### config.mk
export PLATFORM = sky130hd
export DESIGN_NAME = cdtb_decode
export DESIGN_NICKNAME = d
export VERILOG_FILES = /design/src/rtl/cdtb_pkg.sv /design/src/rtl/cdtb_decode.sv /design/src/rtl/cdtb_base_check.sv
export VERILOG_INCLUDE_DIRS = /design/src /design/src/rtl
export SDC_FILE = /design/constraint.sdc
export NUM_CORES = 1
export LEC_CHECK = 0
export BUFFER_PORTS_ARGS = -buffer_cell sky130_fd_sc_hd__buf_4
export CAP_MARGIN = 20
export CORE_ASPECT_RATIO = 0.8
export CORE_MARGIN = 8
export CORE_UTILIZATION = 49
export CTS_CLUSTER_SIZE = 14
export DETAILED_ROUTE_END_ITERATION = 16
export PLACE_DENSITY = 0.78
export SETUP_SLACK_MARGIN = 0.05
export SLEW_MARGIN = 20
export SYNTH_ARGS = -nofsm -noshare
export SYNTH_HDL_FRONTEND = slang
export SYNTH_SLANG_ARGS = --single-unit
### constraint.sdc
create_clock -name core_clk -period 2.3 [get_ports core_clk]
set_clock_uncertainty 0.2 [all_clocks]
set_input_delay 0.115 -clock core_clk [delete_from_list [all_inputs] [get_ports core_clk]]
set_output_delay 0.115 -clock core_clk [all_outputs]
set_load 0.1 [all_outputs]
### src/rtl/cdtb_regs.svh
// Field positions, encodings and alignment figures of the descriptor decoder.
// Assumes inclusion by bare name from design and bench files.
`ifndef CDTB_REGS_SVH
`define CDTB_REGS_SVH

`define CDTB_DESC_W        129
`define CDTB_ADDR_W        52
`define CDTB_ALIGN_W       6
`define CDTB_BASE_HI       115
`define CDTB_BASE_LO       68
`define CDTB_BASE_LSB      4
`define CDTB_BASE_W        48
`define CDTB_NS_FIRST_BIT  64
`define CDTB_HAD_FIRST_BIT 65
`define CDTB_HWU_LO        124
`define CDTB_HWU_W         4
`define CDTB_NS_SECOND_BIT 128
`define CDTB_NARROW_TOP    48
`define CDTB_ALIGN_52      6'h06
`define CDTB_OAS_32        3'h0
`define CDTB_OAS_36        3'h1
`define CDTB_OAS_40        3'h2
`define CDTB_OAS_42        3'h3
`define CDTB_OAS_44        3'h4
`define CDTB_OAS_48        3'h5
`define CDTB_OAS_52        3'h6

`endif

### src/rtl/cdtb_pkg.sv
// Types shared by the descriptor decoder and its base checker.
// Assumes nothing of its surroundings.
package cdtb_pkg;

    typedef enum logic [1:0] {
        CDTB_GRAN_4K,
        CDTB_GRAN_16K,
        CDTB_GRAN_64K
    } cdtb_granule_t;

    typedef enum logic [2:0] {
        CDTB_WORLD_NS_EL1,
        CDTB_WORLD_SECURE,
        CDTB_WORLD_EL2_E2H,
        CDTB_WORLD_EL2,
        CDTB_WORLD_EL3
    } cdtb_world_t;

    typedef enum logic {
        CDTB_ST_IDLE,
        CDTB_ST_EVAL
    } cdtb_state_t;

endpackage

### src/rtl/cdtb_decode.sv
// Decoder for the first table base and related bits of a stage 1 context descriptor.
// Assumes descriptor and effective settings held stable in the cycle req_valid is high.
// Function
// - First base is descriptor bits 115:68, shifted.
// - Clear base bits below start-level alignment.
// - 64KB granule with 52-bit output: 64-byte alignment.
// - Walk disable set: base ignored, never illegal.
// - Base beyond effective output size is illegal.
// - Granule below 64KB with base over 48 bits: illegal.
// - 52-bit base accepted only with 64KB granule.
// - Earliest version: bits 115:112 read as zero.
// - Bit 124 enables hardware use of bit 59.
// - Hardware-use bits ignored without support or disable.
// - Bits 125-127 steer final bits 60-62.
// - Earliest version: hardware-use bits read as zero.
// - Bit 128 sets second table fetch security.
// - Bit 128 reads zero in EL2 or EL3.
// - Zero secure, one non-secure; secure streams only.
// - Bit 65 disables hierarchical attributes when one.
`timescale 1ns/100ps
`include "cdtb_regs.svh"

module cdtb_decode (
    input  wire logic                     core_clk,
    input  wire logic                     nrst,
    input  wire logic                     req_valid,
    input  wire logic [`CDTB_DESC_W-1:0]  context_descriptor,
    input  wire logic                     first_walk_disable,
    input  wire cdtb_pkg::cdtb_granule_t  first_granule_select,
    input  wire logic [2:0]               output_addr_size,
    input  wire logic [`CDTB_ALIGN_W-1:0] start_align_bits,
    input  wire logic                     page_hw_attr_support,
    input  wire logic                     arch_v30,
    input  wire logic                     secure_stream,
    input  wire cdtb_pkg::cdtb_world_t    stream_translation_world,
    output logic                          req_ready,
    output logic                          resp_valid,
    output logic                          desc_illegal,
    output logic                          config_error,
    output logic                          walk_enable,
    output logic      [`CDTB_ADDR_W-1:0]  first_table_base,
    output logic                          hw_use_bit59_ctrl,
    output logic                          hw_use_bit60_ctrl,
    output logic                          hw_use_bit61_ctrl,
    output logic                          hw_use_bit62_ctrl,
    output logic                          first_hier_attr_disable,
    output logic                          first_walk_security_attr,
    output logic                          second_walk_security_attr
);
    import cdtb_pkg::*;

    // *****************************************************************
    // Capture stage
    // *****************************************************************
    cdtb_state_t              state;
    cdtb_state_t              next_state;
    logic [`CDTB_BASE_W-1:0]  cap_base;
    logic [`CDTB_BASE_W-1:0]  next_cap_base;
    logic [`CDTB_ALIGN_W-1:0] cap_align;
    logic [`CDTB_ALIGN_W-1:0] next_cap_align;
    cdtb_granule_t            cap_gran;
    cdtb_granule_t            next_cap_gran;
    logic [2:0]               cap_oas;
    logic [2:0]               next_cap_oas;
    logic                     cap_v30;
    logic                     next_cap_v30;
    logic                     cap_epd;
    logic                     next_cap_epd;
    logic [`CDTB_HWU_W-1:0]   cap_hwu;
    logic [`CDTB_HWU_W-1:0]   next_cap_hwu;
    logic                     cap_had;
    logic                     next_cap_had;
    logic                     cap_ns0;
    logic                     next_cap_ns0;
    logic                     cap_ns1;
    logic                     next_cap_ns1;

    function automatic logic high_world(input cdtb_world_t w);
        high_world = (w == CDTB_WORLD_EL2) || (w == CDTB_WORLD_EL2_E2H)
                  || (w == CDTB_WORLD_EL3);
    endfunction

    always_comb begin
        next_state     = state;
        next_cap_base  = cap_base;
        next_cap_align = cap_align;
        next_cap_gran  = cap_gran;
        next_cap_oas   = cap_oas;
        next_cap_v30   = cap_v30;
        next_cap_epd   = cap_epd;
        next_cap_hwu   = cap_hwu;
        next_cap_had   = cap_had;
        next_cap_ns0   = cap_ns0;
        next_cap_ns1   = cap_ns1;
        unique case (state)
            CDTB_ST_IDLE: begin
                if (req_valid) begin
                    next_state     = CDTB_ST_EVAL;
                    next_cap_base  = context_descriptor[`CDTB_BASE_HI:`CDTB_BASE_LO];
                    next_cap_align = start_align_bits;
                    next_cap_gran  = first_granule_select;
                    next_cap_oas   = output_addr_size;
                    next_cap_v30   = arch_v30;
                    next_cap_epd   = first_walk_disable;
                    next_cap_had   = context_descriptor[`CDTB_HAD_FIRST_BIT];
                    next_cap_hwu   = '0;
                    if (page_hw_attr_support && next_cap_had && !arch_v30) begin
                        // Bits 124..127 steer bits 59..62 in order
                        next_cap_hwu = context_descriptor[`CDTB_HWU_LO +: `CDTB_HWU_W];
                    end
                    // Non-secure streams always fetch non-secure
                    next_cap_ns0 = secure_stream
                                 ? context_descriptor[`CDTB_NS_FIRST_BIT] : 1'b1;
                    next_cap_ns1 = 1'b1;
                    if (secure_stream) begin
                        next_cap_ns1 = high_world(stream_translation_world)
                                     ? 1'b0
                                     : context_descriptor[`CDTB_NS_SECOND_BIT];
                    end
                end
            end
            CDTB_ST_EVAL: begin
                next_state = CDTB_ST_IDLE;
            end
        endcase
    end

    always_ff @(posedge core_clk or negedge nrst) begin
        if (!nrst) begin
            state     <= CDTB_ST_IDLE;
            cap_base  <= '0;
            cap_align <= '0;
            cap_gran  <= CDTB_GRAN_4K;
            cap_oas   <= `CDTB_OAS_32;
            cap_v30   <= 1'b0;
            cap_epd   <= 1'b0;
            cap_hwu   <= '0;
            cap_had   <= 1'b0;
            cap_ns0   <= 1'b1;
            cap_ns1   <= 1'b1;
        end else begin
            state     <= next_state;
            cap_base  <= next_cap_base;
            cap_align <= next_cap_align;
            cap_gran  <= next_cap_gran;
            cap_oas   <= next_cap_oas;
            cap_v30   <= next_cap_v30;
            cap_epd   <= next_cap_epd;
            cap_hwu   <= next_cap_hwu;
            cap_had   <= next_cap_had;
            cap_ns0   <= next_cap_ns0;
            cap_ns1   <= next_cap_ns1;
        end
    end

    // *****************************************************************
    // Base check
    // *****************************************************************
    logic [`CDTB_ADDR_W-1:0] chk_base;
    logic                    chk_bad;

    cdtb_base_check u_base_check (
        .raw_base     (cap_base),
        .align_bits   (cap_align),
        .granule      (cap_gran),
        .oas_code     (cap_oas),
        .arch_v30     (cap_v30),
        .aligned_base (chk_base),
        .out_of_range (chk_bad)
    );

    // *****************************************************************
    // Result stage
    // *****************************************************************
    logic                    next_req_ready;
    logic                    next_resp_valid;
    logic                    next_desc_illegal;
    logic                    next_config_error;
    logic                    next_walk_enable;
    logic [`CDTB_ADDR_W-1:0] next_first_table_base;
    logic [`CDTB_HWU_W-1:0]  next_hwu;
    logic                    next_had;
    logic                    next_ns0;
    logic                    next_ns1;
    logic                    eval;

    always_comb begin
        eval                  = (state == CDTB_ST_EVAL);
        next_req_ready        = (next_state == CDTB_ST_IDLE);
        next_resp_valid       = eval;
        next_desc_illegal     = desc_illegal;
        next_config_error     = 1'b0;
        next_walk_enable      = walk_enable;
        next_first_table_base = first_table_base;
        next_hwu = {hw_use_bit62_ctrl, hw_use_bit61_ctrl,
                    hw_use_bit60_ctrl, hw_use_bit59_ctrl};
        next_had = first_hier_attr_disable;
        next_ns0 = first_walk_security_attr;
        next_ns1 = second_walk_security_attr;
        if (eval) begin
            next_hwu = cap_hwu;
            next_had = cap_had;
            next_ns0 = cap_ns0;
            next_ns1 = cap_ns1;
            if (cap_epd) begin
                next_desc_illegal     = 1'b0;
                next_walk_enable      = 1'b0;
                next_first_table_base = '0;
            end else begin
                next_desc_illegal     = chk_bad;
                next_config_error     = chk_bad;
                next_walk_enable      = !chk_bad;
                next_first_table_base = chk_base;
            end
        end
    end

    always_ff @(posedge core_clk or negedge nrst) begin
        if (!nrst) begin
            req_ready                 <= 1'b0;
            resp_valid                <= 1'b0;
            desc_illegal              <= 1'b0;
            config_error              <= 1'b0;
            walk_enable               <= 1'b0;
            first_table_base          <= '0;
            hw_use_bit59_ctrl         <= 1'b0;
            hw_use_bit60_ctrl         <= 1'b0;
            hw_use_bit61_ctrl         <= 1'b0;
            hw_use_bit62_ctrl         <= 1'b0;
            first_hier_attr_disable   <= 1'b0;
            first_walk_security_attr  <= 1'b1;
            second_walk_security_attr <= 1'b1;
        end else begin
            req_ready                 <= next_req_ready;
            resp_valid                <= next_resp_valid;
            desc_illegal              <= next_desc_illegal;
            config_error              <= next_config_error;
            walk_enable               <= next_walk_enable;
            first_table_base          <= next_first_table_base;
            hw_use_bit59_ctrl         <= next_hwu[0];
            hw_use_bit60_ctrl         <= next_hwu[1];
            hw_use_bit61_ctrl         <= next_hwu[2];
            hw_use_bit62_ctrl         <= next_hwu[3];
            first_hier_attr_disable   <= next_had;
            first_walk_security_attr  <= next_ns0;
            second_walk_security_attr <= next_ns1;
        end
    end

    logic take;
    assign take = req_valid && state == CDTB_ST_IDLE;
endmodule // cdtb_decode

### src/rtl/cdtb_base_check.sv
// Combinational alignment and range check of the first table base.
// Assumes effective size and granule values settled by the caller.
`timescale 1ns/100ps
`include "cdtb_regs.svh"

module cdtb_base_check (
    input  wire logic [`CDTB_BASE_W-1:0]  raw_base,
    input  wire logic [`CDTB_ALIGN_W-1:0] align_bits,
    input  wire cdtb_pkg::cdtb_granule_t  granule,
    input  wire logic [2:0]               oas_code,
    input  wire logic                     arch_v30,
    output logic      [`CDTB_ADDR_W-1:0]  aligned_base,
    output logic                          out_of_range
);
    import cdtb_pkg::*;

    // *****************************************************************
    // Helpers
    // *****************************************************************
    function automatic logic [5:0] oas_width(input logic [2:0] code);
        unique case (code)
            `CDTB_OAS_32: oas_width = 6'h20;
            `CDTB_OAS_36: oas_width = 6'h24;
            `CDTB_OAS_40: oas_width = 6'h28;
            `CDTB_OAS_42: oas_width = 6'h2A;
            `CDTB_OAS_44: oas_width = 6'h2C;
            `CDTB_OAS_48: oas_width = 6'h30;
            default:      oas_width = 6'h34;
        endcase
    endfunction

    function automatic logic above(input logic [`CDTB_ADDR_W-1:0] a,
                                   input logic [5:0] top);
        logic [`CDTB_ADDR_W-1:0] shifted;
        shifted = a >> top;
        above   = |shifted;
    endfunction

    // *****************************************************************
    // Check
    // *****************************************************************
    logic [`CDTB_ADDR_W-1:0]  full;
    logic [`CDTB_ADDR_W-1:0]  mask;
    logic [`CDTB_ALIGN_W-1:0] eff_align;
    logic                     g64;

    always_comb begin
        g64  = (granule == CDTB_GRAN_64K);
        full = {raw_base, {`CDTB_BASE_LSB{1'b0}}};
        if (arch_v30) begin
            full[`CDTB_ADDR_W-1:`CDTB_NARROW_TOP] = '0;
        end
        eff_align = align_bits;
        if (g64 && oas_code >= `CDTB_OAS_52 && eff_align < `CDTB_ALIGN_52) begin
            eff_align = `CDTB_ALIGN_52;
        end
        mask         = {`CDTB_ADDR_W{1'b1}} << eff_align;
        aligned_base = full & mask;
        out_of_range = above(aligned_base, oas_width(oas_code))
                     || (!g64 && above(aligned_base, 6'(`CDTB_NARROW_TOP)));
    end

endmodule // cdtb_base_check

# After elaboration in Yosys (flattened, before gate mapping)
# Index checks and enable logic that the tools add are counted.
[totals]
ff_bits = 133
inputBits = 150
out_inout_bits = 64
[classes]
order_cmp = 2
n_eq_ne = 9
shift = 2
n_mux = 13
bitwise_logic = 3
reduce_logical = 15
[op_table]
columns = ["op", "count"]
rows = [
  ["$and A52 B52 Y52", 1],
  ["$mux W52", 1],
  ["$reduce_or A52 Y1", 1],
  ["$shl A52 B6 Y52 const A", 1],
  ["$shr A52 B6 Y52", 1],
  ["$pmux W5 S6", 1],
  ["$eq A3 B2 Y1 const B", 4],
  ["$eq A3 B3 Y1 const B", 3],
  ["$mux W4", 2],
  ["$mux W1", 7],
  ["$lt A6 B3 Y1 const B", 1],
  ["$mux W6", 1],
  ["$logic_and A1 B1 Y1", 5],
  ["$reduce_or A4 Y1", 1],
  ["$eq A3 B1 Y1 const B", 1],
  ["$ge A3 B3 Y1 const B", 1],
  ["$logic_not A1 Y1", 3],
  ["$logic_not A3 Y1", 1],
  ["$logic_or A1 B1 Y1", 3],
  ["$eq A2 B2 Y1 const B", 1],
  ["$not A1 Y1", 2],
  ["$pmux W1 S2", 1],
  ["$reduce_and A2 Y1", 1],
]

# Depth between registers and ports, before layout
# Gate-level depths: netlist of the first run.
[logic_depth]
depth_word = 11
ltp_mapped = 8

# Modules after synthesis
# Synthesis of the first run repeated with hierarchy kept, for this count alone.
[unflattened]
cells_unflattened = 713
hier_area_um2 = 6254.7
[modules_own_cells]
columns = ["mod", "n_inst", "cells_each", "area_each_um2", "seq_area_each_um2"]
rows = [
  ["cdtb_decode", 1, 544, 5271.3, 3333.2],
  ["cdtb_base_check", 1, 169, 983.4, 0.0],
]

# Worst setup path before layout of the first run
# Ideal clock, no wire load.
[synth_path]
path_kind = "register to register"
from = "register cap_oas[2]"
to = "register desc_illegal"
setup_time_ns = 0.140
arrival_ns = 1.653
slack_ns = 0.307
path_stages_with_launch = 8
period_less_slack_ns = 1.993
cell_sequence = "dfrtp_1 -> buf_6 -> nand3b_1 -> o211ai_1 -> o211ai_1 -> o311a_1 -> nor4_2 -> o22ai_1"
[synth_between]
elab_chain_len = 10
word_cells_on_any_way = 19
[synth_rtl]
columns = ["item", "line_no", "text"]
rows = [
  ["start, declared", "cdtb_decode.sv:63", "logic [2:0] cap_oas;"],
  ["start signal, assigned", "cdtb_decode.sv:134", "cap_oas <= `CDTB_OAS_32;"],
  ["start signal, assigned", "cdtb_decode.sv:146", "cap_oas <= next_cap_oas;"],
  ["$ge A3 B3 Y1 (no line)", "n/a", ""],
  ["$logic_and A1 B1 Y1 (no line) (2 in a row)", "n/a", ""],
  ["$mux W6", "cdtb_base_check.sv:54", "if (g64 && oas_code >= `CDTB_OAS_52 && eff_align < `CDTB_ALIGN_52) begin"],
  ["$shl A52 B6 Y52", "cdtb_base_check.sv:57", "mask = {`CDTB_ADDR_W{1'b1}} << eff_align;"],
  ["$and A52 B52 Y52", "cdtb_base_check.sv:58", "aligned_base = full & mask;"],
  ["$shr A52 B6 Y52 or $reduce_or A4 Y1 (tied branches)", "cdtb_base_check.sv:35, cdtb_base_check.sv:36", ""],
  ["$reduce_or A52 Y1 or $logic_and A1 B1 Y1 (tied branches)", "cdtb_base_check.sv:36, cdtb_base_check.sv:60", ""],
  ["$logic_or A1 B1 Y1 *", "cdtb_base_check.sv:59", "out_of_range = above(aligned_base, oas_width(oas_code))"],
  ["$mux W1 *", "cdtb_decode.sv:205", "if (cap_epd) begin"],
  ["end signal, assigned", "cdtb_decode.sv:236", "desc_illegal <= next_desc_illegal;"],
  ["end, declared", "cdtb_decode.sv:38", "output logic desc_illegal,"],
]
# Mark *: on every way between the ends. The rest lies on a longest branch, timed or not.
# A chain may end at the register's enable or synchronous reset.

# Worst setup path after layout of the first run
[layout_path]
from = "register cap_align[2]"
to = "register desc_illegal"
[layout_between]
elab_chain_len = 9
word_cells_on_any_way = 11
[layout_rtl]
columns = ["item", "line_no", "text"]
rows = [
  ["start, declared", "cdtb_decode.sv:59", "logic [`CDTB_ALIGN_W-1:0] cap_align;"],
  ["start signal, assigned", "cdtb_decode.sv:144", "cap_align <= next_cap_align;"],
  ["$lt A6 B3 Y1 (no line)", "n/a", ""],
  ["$logic_and A1 B1 Y1 (no line)", "n/a", ""],
  ["$mux W6 *", "cdtb_base_check.sv:54", ""],
  ["$shl A52 B6 Y52 *", "cdtb_base_check.sv:57", ""],
  ["$and A52 B52 Y52 *", "cdtb_base_check.sv:58", ""],
  ["$shr A52 B6 Y52 or $reduce_or A4 Y1 (tied branches)", "cdtb_base_check.sv:35, cdtb_base_check.sv:36", ""],
  ["$reduce_or A52 Y1 or $logic_and A1 B1 Y1 (tied branches)", "cdtb_base_check.sv:36, cdtb_base_check.sv:60", ""],
  ["$logic_or A1 B1 Y1 *", "cdtb_base_check.sv:59", ""],
  ["$mux W1 *", "cdtb_decode.sv:205", ""],
]
# Marked as above.

==> flow_summary.toml, run 1 <==
[route]
via_per_inst = 5.33
num_vias = 5596
wl_per_cell_microns = 18.1
drc = 0
drt_iter0_drc = 403
first_pass_iters = 5
drt_wl_total_mm = 19.0
ant_nets = 0

[synthesis]
async_reset_ff_share_pct = 100
synth_top_area_share_pct = 54.2
ys_ff_latch = 129
synth.area.top_cells = "dfrtp_1 54%, nand2_1 13%, o21ai_0 4.6%"
synth.distinct_cells = 55
netlist_instances = 640
synth_edf_count = 0
synth.avg_cell_area_sq_um = 9.01
yosys_warnings = 0
synth_area_leader_cell = "dfrtp_1"
synth-seq-area-share_pct = 56.1
synth_flop_cell = "dfrtp_1"
syn_area_sq_um = 5770

[finish]
final_common_cell = "nand2_1"
final_cell_mix = "197 x nand2_1, 189 x buf_4, 117 x dfrtp_1"
final_layout_size_suffix_gt1_share_pct = 29.8
fin_area_sq_um = 8740
nets = 1039
syn2layout_area_growth_pct = 51.6
n_antenna_cell = 0
fillers = 809

[worst_setup_path]
worstSetupPathType = "reg -> reg"
arrival_ns = 2.31
path_max_fanout = 7
cp-end-kind = "flop"
startpoint_type = "flop"
cp.required_ns = 2.37
rrSetupSlack_ns = 0.06

[global_routing]
grt_pass1_wl_mm = 30.0
antenna_found_initial = 0
grt_usage_pct = 24.7
grt_max_degree = 71
grt-ovfl-total = 0
grt_pass1_vias = 5783

[cts]
tritoncts = "built"
clk_path_buf_depth = 2
cts_sinks = 129
cts.clk_slew.worst_paths_ns = 0.06
cts_root_buffer = "clkbuf_16"
cts_made_buffers = 17
htree_levels = 4
worstSkewPairLatency_ns = 0.42

[timing]
max_freq_mhz = 446
worst_slew_pin_slew_ns = 0.751
final_hold_viol_count = 0
rsz0062_at_grt = "yes"
min_period_over_period_pct = 97.4
finalSetupViolCount = 0
period_minus_slack_ns = 2.24
slew-limit-headroom_pct = 49.9
layout_setup_ws_ns = 0.0588
maxSlewViolCount = 0

[floorplan]
dieArea_sq_um = 15500
row_count = 35
num_io_pins = 214
start_util_pct = 50.1
core_area_sq_um = 11500
die_x_microns = 137
die_h_microns = 113

[power_and_ir_drop]
pwr_density_cell_nw_per_um2 = 940
p_leak_nw = 4.33
ir_worst_vdd_mv = 0.565

[placement]
gp_congestion = 0.856
place_area_sq_um = 7150
port_buffers = 135
pre_cts_ws_ns = -0.0804
hpwl_mm = 12.3

[min_path]
hold_path_class = "in -> reg"

[outcome]
outcome = "finished clean"

[flow_run]
drv_cap = 0
registers in the layout, indices dropped and copies added (netlist names), 2 cells and up:
signal and cells:
cap_align 6, cap_base 48, cap_gran 2, cap_hwu 4, cap_oas 3, first_table_base 48
metrics by stage:
stage	hold WS [ns]	setup TNS (ns)	util, %	power [mW]	std cells
2_1_floorplan	-0.381	0	-	4.47	643
3_3_place_gp	-0.0506	-0.0770	62.1	5.19	931
3_5_place_dp	-0.0336	-0.143	62.1	5.23	931
4_1_cts	0.0468	0	74.1	8.13	1037
5_1_grt	0.0326	0	75.9	8.52	1050
6_report	0.0210	0	75.9	8.22	1050
metal layers:
layer	wire length, microns	up-vias	GRT usage [%]
li1	-	2626	-
met1	8260	2730	32.1
met2	8880	213	38.8
met3	1570	27	7.35
met4	280	0	7.23
met5	0	-	0
worst max-delay path, stage by stage, from the launching register on:
cell and delay [ns]:
dfrtp_2 0.49, and3_4 0.25, a31oi_4 0.08, o22a_1 0.18, a2111o_1 0.44, nor4_4 0.36, o22ai_1 0.10
worst paths after layout:
path,depth (start not counted),endpoint,from
worst min register to register,0,resp_valid,eval
min in group asynchronous,2,first_table_base[13],nrst
worst min-delay path,3,req_ready,req_valid
max in group asynchronous,3,first_walk_security_attr,nrst
worst max-delay path,6,desc_illegal,cap_align[2]
worst max register to register,6,desc_illegal,cap_align[2]
where the power goes:
part           total [mW]  switching [mW]  internal, mW
sequential           2.81           0.240          2.57
combinational        2.63            1.83         0.802
clock                2.78            1.11          1.66
total                8.22            3.19          5.04
timing repair:
action	in CTS	in global routing
endpoints found under the setup margin	3	8
pin swaps	0	15
gates resized for setup	10	23
hold buffers	74	0
buffers inserted	0	13
hold endpoints to repair	167	0
area by class of cell:
type | count | area [sq um] | share of cell area, %
flip-flops and latches | 129 | 3240 | 37.1
repair buffers | 271 | 2280 | 26.1
multi-input cells | 418 | 2230 | 25.5
clock buffers | 18 | 439 | 5.02
inverters | 52 | 195 | 2.23
well taps | 148 | 185 | 2.12
clock inverters | 14 | 168 | 1.92
kinds of logic after synthesis:
logic type             count (synthesis)  synth area share [%]
AO/OA/AOI/OAI                        128                  14.2
other                                  1                0.0650
flip-flops                           129                  56.1
buffers and inverters                 96                  7.29
XOR/XNOR                               1                 0.152
AND/OR/NAND/NOR                      276                  20.5
multiplexers                           9                  1.71
cell usage after synthesis, drive strengths merged (6+ instances only):
library cell	count
o22ai	12
buf	20
nor2b	9
nand2	198
mux2	7
clkbuf	24
nor2	22
o21ai	58
nand3b	6
nand3	18
a31oi	7
o211ai	12
a21oi	9
inv	49
dfrtp	125
a41o	7
o2111ai	6
(Power assumes the default switching activity.)
==> run 2, diff against run 1 <==
==> constraint.sdc (replaced) <==
create_clock -name core_clk -period 2.3 [get_ports core_clk]
set_clock_uncertainty 0.2 [all_clocks]
set_input_delay 0 -clock core_clk [delete_from_list [all_inputs] [get_ports core_clk]]
set_output_delay 0 -clock core_clk [all_outputs]
set_load 0.1 [all_outputs]
==> run 2 against run 1 <==
Combinational power decreased by 3%. Non-clock buffer count decreased by 8. Clock-buffer cell count increased by 1. Critical path depth increased by 1. Via count decreased by 1.3%. Worst hold slack improved by 0.068 ns. Largest power group unchanged. Global-route usage increased by 0.17 points. Total power decreased by 2.7%. First-iteration DRC count increased by 33%. Final cell count decreased by 0.76%. Core utilization decreased by 1.4 points.
==> flow_summary.toml, run 2 (synthesis results as in run 1) <==
[power_and_ir_drop]
p_leak_nw = 4.25
combPwrFrac_pct = 31.9
p_sw_mw = 3.11
p_int_mw = 4.89
pwr_density_cell_nw_per_um2 = 932
ir_worst_vdd_mv = 0.623
p_seq_share_pct = 35.1
switching_share_pct = 38.8
power_frac_clock_pct = 33.0

[worst_setup_path]
crit_start = "cap_align[4]"
cp-end-kind = "flop"
cp_num_cells = 7
path_delay_family = "compound AO/OA/AOI/OAI gates"
startpoint_type = "flop"
rrSetupSlack_ns = 0.08
rr_worst_depth = 7
worstSetupPathType = "reg -> reg"
r2r_start = "cap_align[4]"
cp.required_ns = 2.41
arrival_ns = 2.33
slowest_stage = "dfrtp_2"
path_cells = "buf_4, o41ai_1, nand3b_1, o2111ai_1, o311a_1, nor4_4, o21a_1"
critPathMaxStageDelay_ns = 0.49
path_max_fanout = 8
r2r-end = "walk_enable"
crit_buf_inv = 1

[cts]
worstSkewPairLatency_ns = 0.42
clk_path_buf_depth = 2
cts.clk_slew.worst_paths_ns = 0.06
cts_root_buffer = "clkbuf_16"
tritoncts = "built"
htree_levels = 4
cts_sinks = 129
cts_made_buffers = 17

[route]
drt_wl_total_mm = 18.9
via_per_inst = 5.30
drt_iter0_drc = 536
num_vias = 5525
wl_per_cell_microns = 18.1
first_pass_iters = 6
drc = 0
ant_nets = 0

[finish]
utilization_pct = 74.5
final_layout_size_suffix_gt1_share_pct = 28.4
fillers = 826
nets = 1031
n_antenna_cell = 0
fin_area_sq_um = 8590
top_regs = "cap_base x48, first_table_base x48, cap_align x6"
multi_input_area_sq_um = 2180
seqCellArea_sq_um = 3240
final_common_cell = "nand2_1"
final_cell_mix = "197 x nand2_1, 179 x buf_4, 117 x dfrtp_1"
syn2layout_area_growth_pct = 48.9

[floorplan]
dieArea_sq_um = 15500
core_area_sq_um = 11500
start_util_pct = 50.1
row_count = 35
die_x_microns = 137
die_h_microns = 113
num_io_pins = 214

[global_routing]
grt_pass1_vias = 5776
grt_usage_pct = 24.8
grt_pass1_wl_mm = 30.3
grt-ovfl-total = 0
grt_max_degree = 61
antenna_found_initial = 0

[min_path]
worstHoldStart = "secure_stream"
hold_end = "cap_ns0"
min_path_cells = 3
hold_path_class = "in -> reg"

[timing]
finalSetupViolCount = 0
maxSlewViolCount = 0
layout_setup_ws_ns = 0.0771
tns_ns = 0
hold-worst-slack_ns = 0.0889
final_hold_viol_count = 0
rsz0062_at_grt = "no"
period_minus_slack_ns = 2.22
worst_slew_pin_slew_ns = 0.552
slew-limit-headroom_pct = 63.2
min_period_over_period_pct = 96.6
max_freq_mhz = 450

[flow_run]
drv_cap = 0

[placement]
pre_cts_ws_ns = -0.0985
place_area_sq_um = 7140
gp_congestion = 0.857
port_buffers = 135
hpwl_mm = 12.4

[outcome]
outcome = "finished clean"
## run 2: cell count changes in the layout (fill, tap and decap cells not counted), sizes merged
cell,change
buf,-9
bufinv,-1
clkinv,+1
clkinvlp,+1
dlygate4sd3,+2
inv,-2
## run 2: what timing repair did
| item | 4_1_cts | 5_1_grt |
|---|---|---|
| cloned | 0 | 0 |
| pin swaps | 0 | 6 |
| buffers inserted | 0 | 3 |
| resized for setup | 6 | 16 |
| setup endpoints to repair | 3 | 9 |
| hold buffers | 77 | 0 |
| endpoints found under the hold margin | 194 | 0 |
## run 2: worst reg2reg max path: stages, from the launching register on
cell and delay, ns:
dfrtp_2 0.49, buf_4 0.19, o41ai_1 0.45, nand3b_1 0.14
o2111ai_1 0.15, o311a_1 0.27, nor4_4 0.06, o21a_1 0.18
## run 2: layout make-up
type / instances / share of cell area (%)
sequential: 129 / 37.8
timing repair buffer: 263 / 25.7
multi-input combinational: 418 / 25.4
clock buffer: 19 / 5.28
inverter: 52 / 2.27
tap: 148 / 2.16
clock inverter: 13 / 1.44
## run 2: per-stage QoR
step	instances	power, mW
after floorplan	643	4.47
after detailed placement	930	5.22
after global routing	1042	8.31
final	1042	8.00
after CTS	1039	7.97
after global placement	930	5.18
## run 2: power by group through the flow
stage | clock network [mW] | registers, mW | logic [mW]
2_1_floorplan | 0 | 3.78 | 0.690
3_3_place_gp | 0 | 2.82 | 2.36
3_5_place_dp | 0 | 2.84 | 2.39
4_1_cts | 2.65 | 2.80 | 2.51
5_1_grt | 2.77 | 2.84 | 2.70
6_report | 2.64 | 2.81 | 2.55
## run 2: worst max path at each step
stage / end / slack (ns)
finish: walk_enable / 0.08
global route: walk_enable / 0.04
CTS: desc_illegal / 0.02
detailed placement: walk_enable / -0.1
global placement: walk_enable / -0.06
floorplan: desc_illegal / 0.31
## run 2: per-layer routing
metal | routed length [microns] | track usage, %
met2 | 8880 | 39.1
met5 | 0 | 0
met3 | 1580 | 7.31
met1 | 8230 | 33.1
met4 | 180 | 5.71
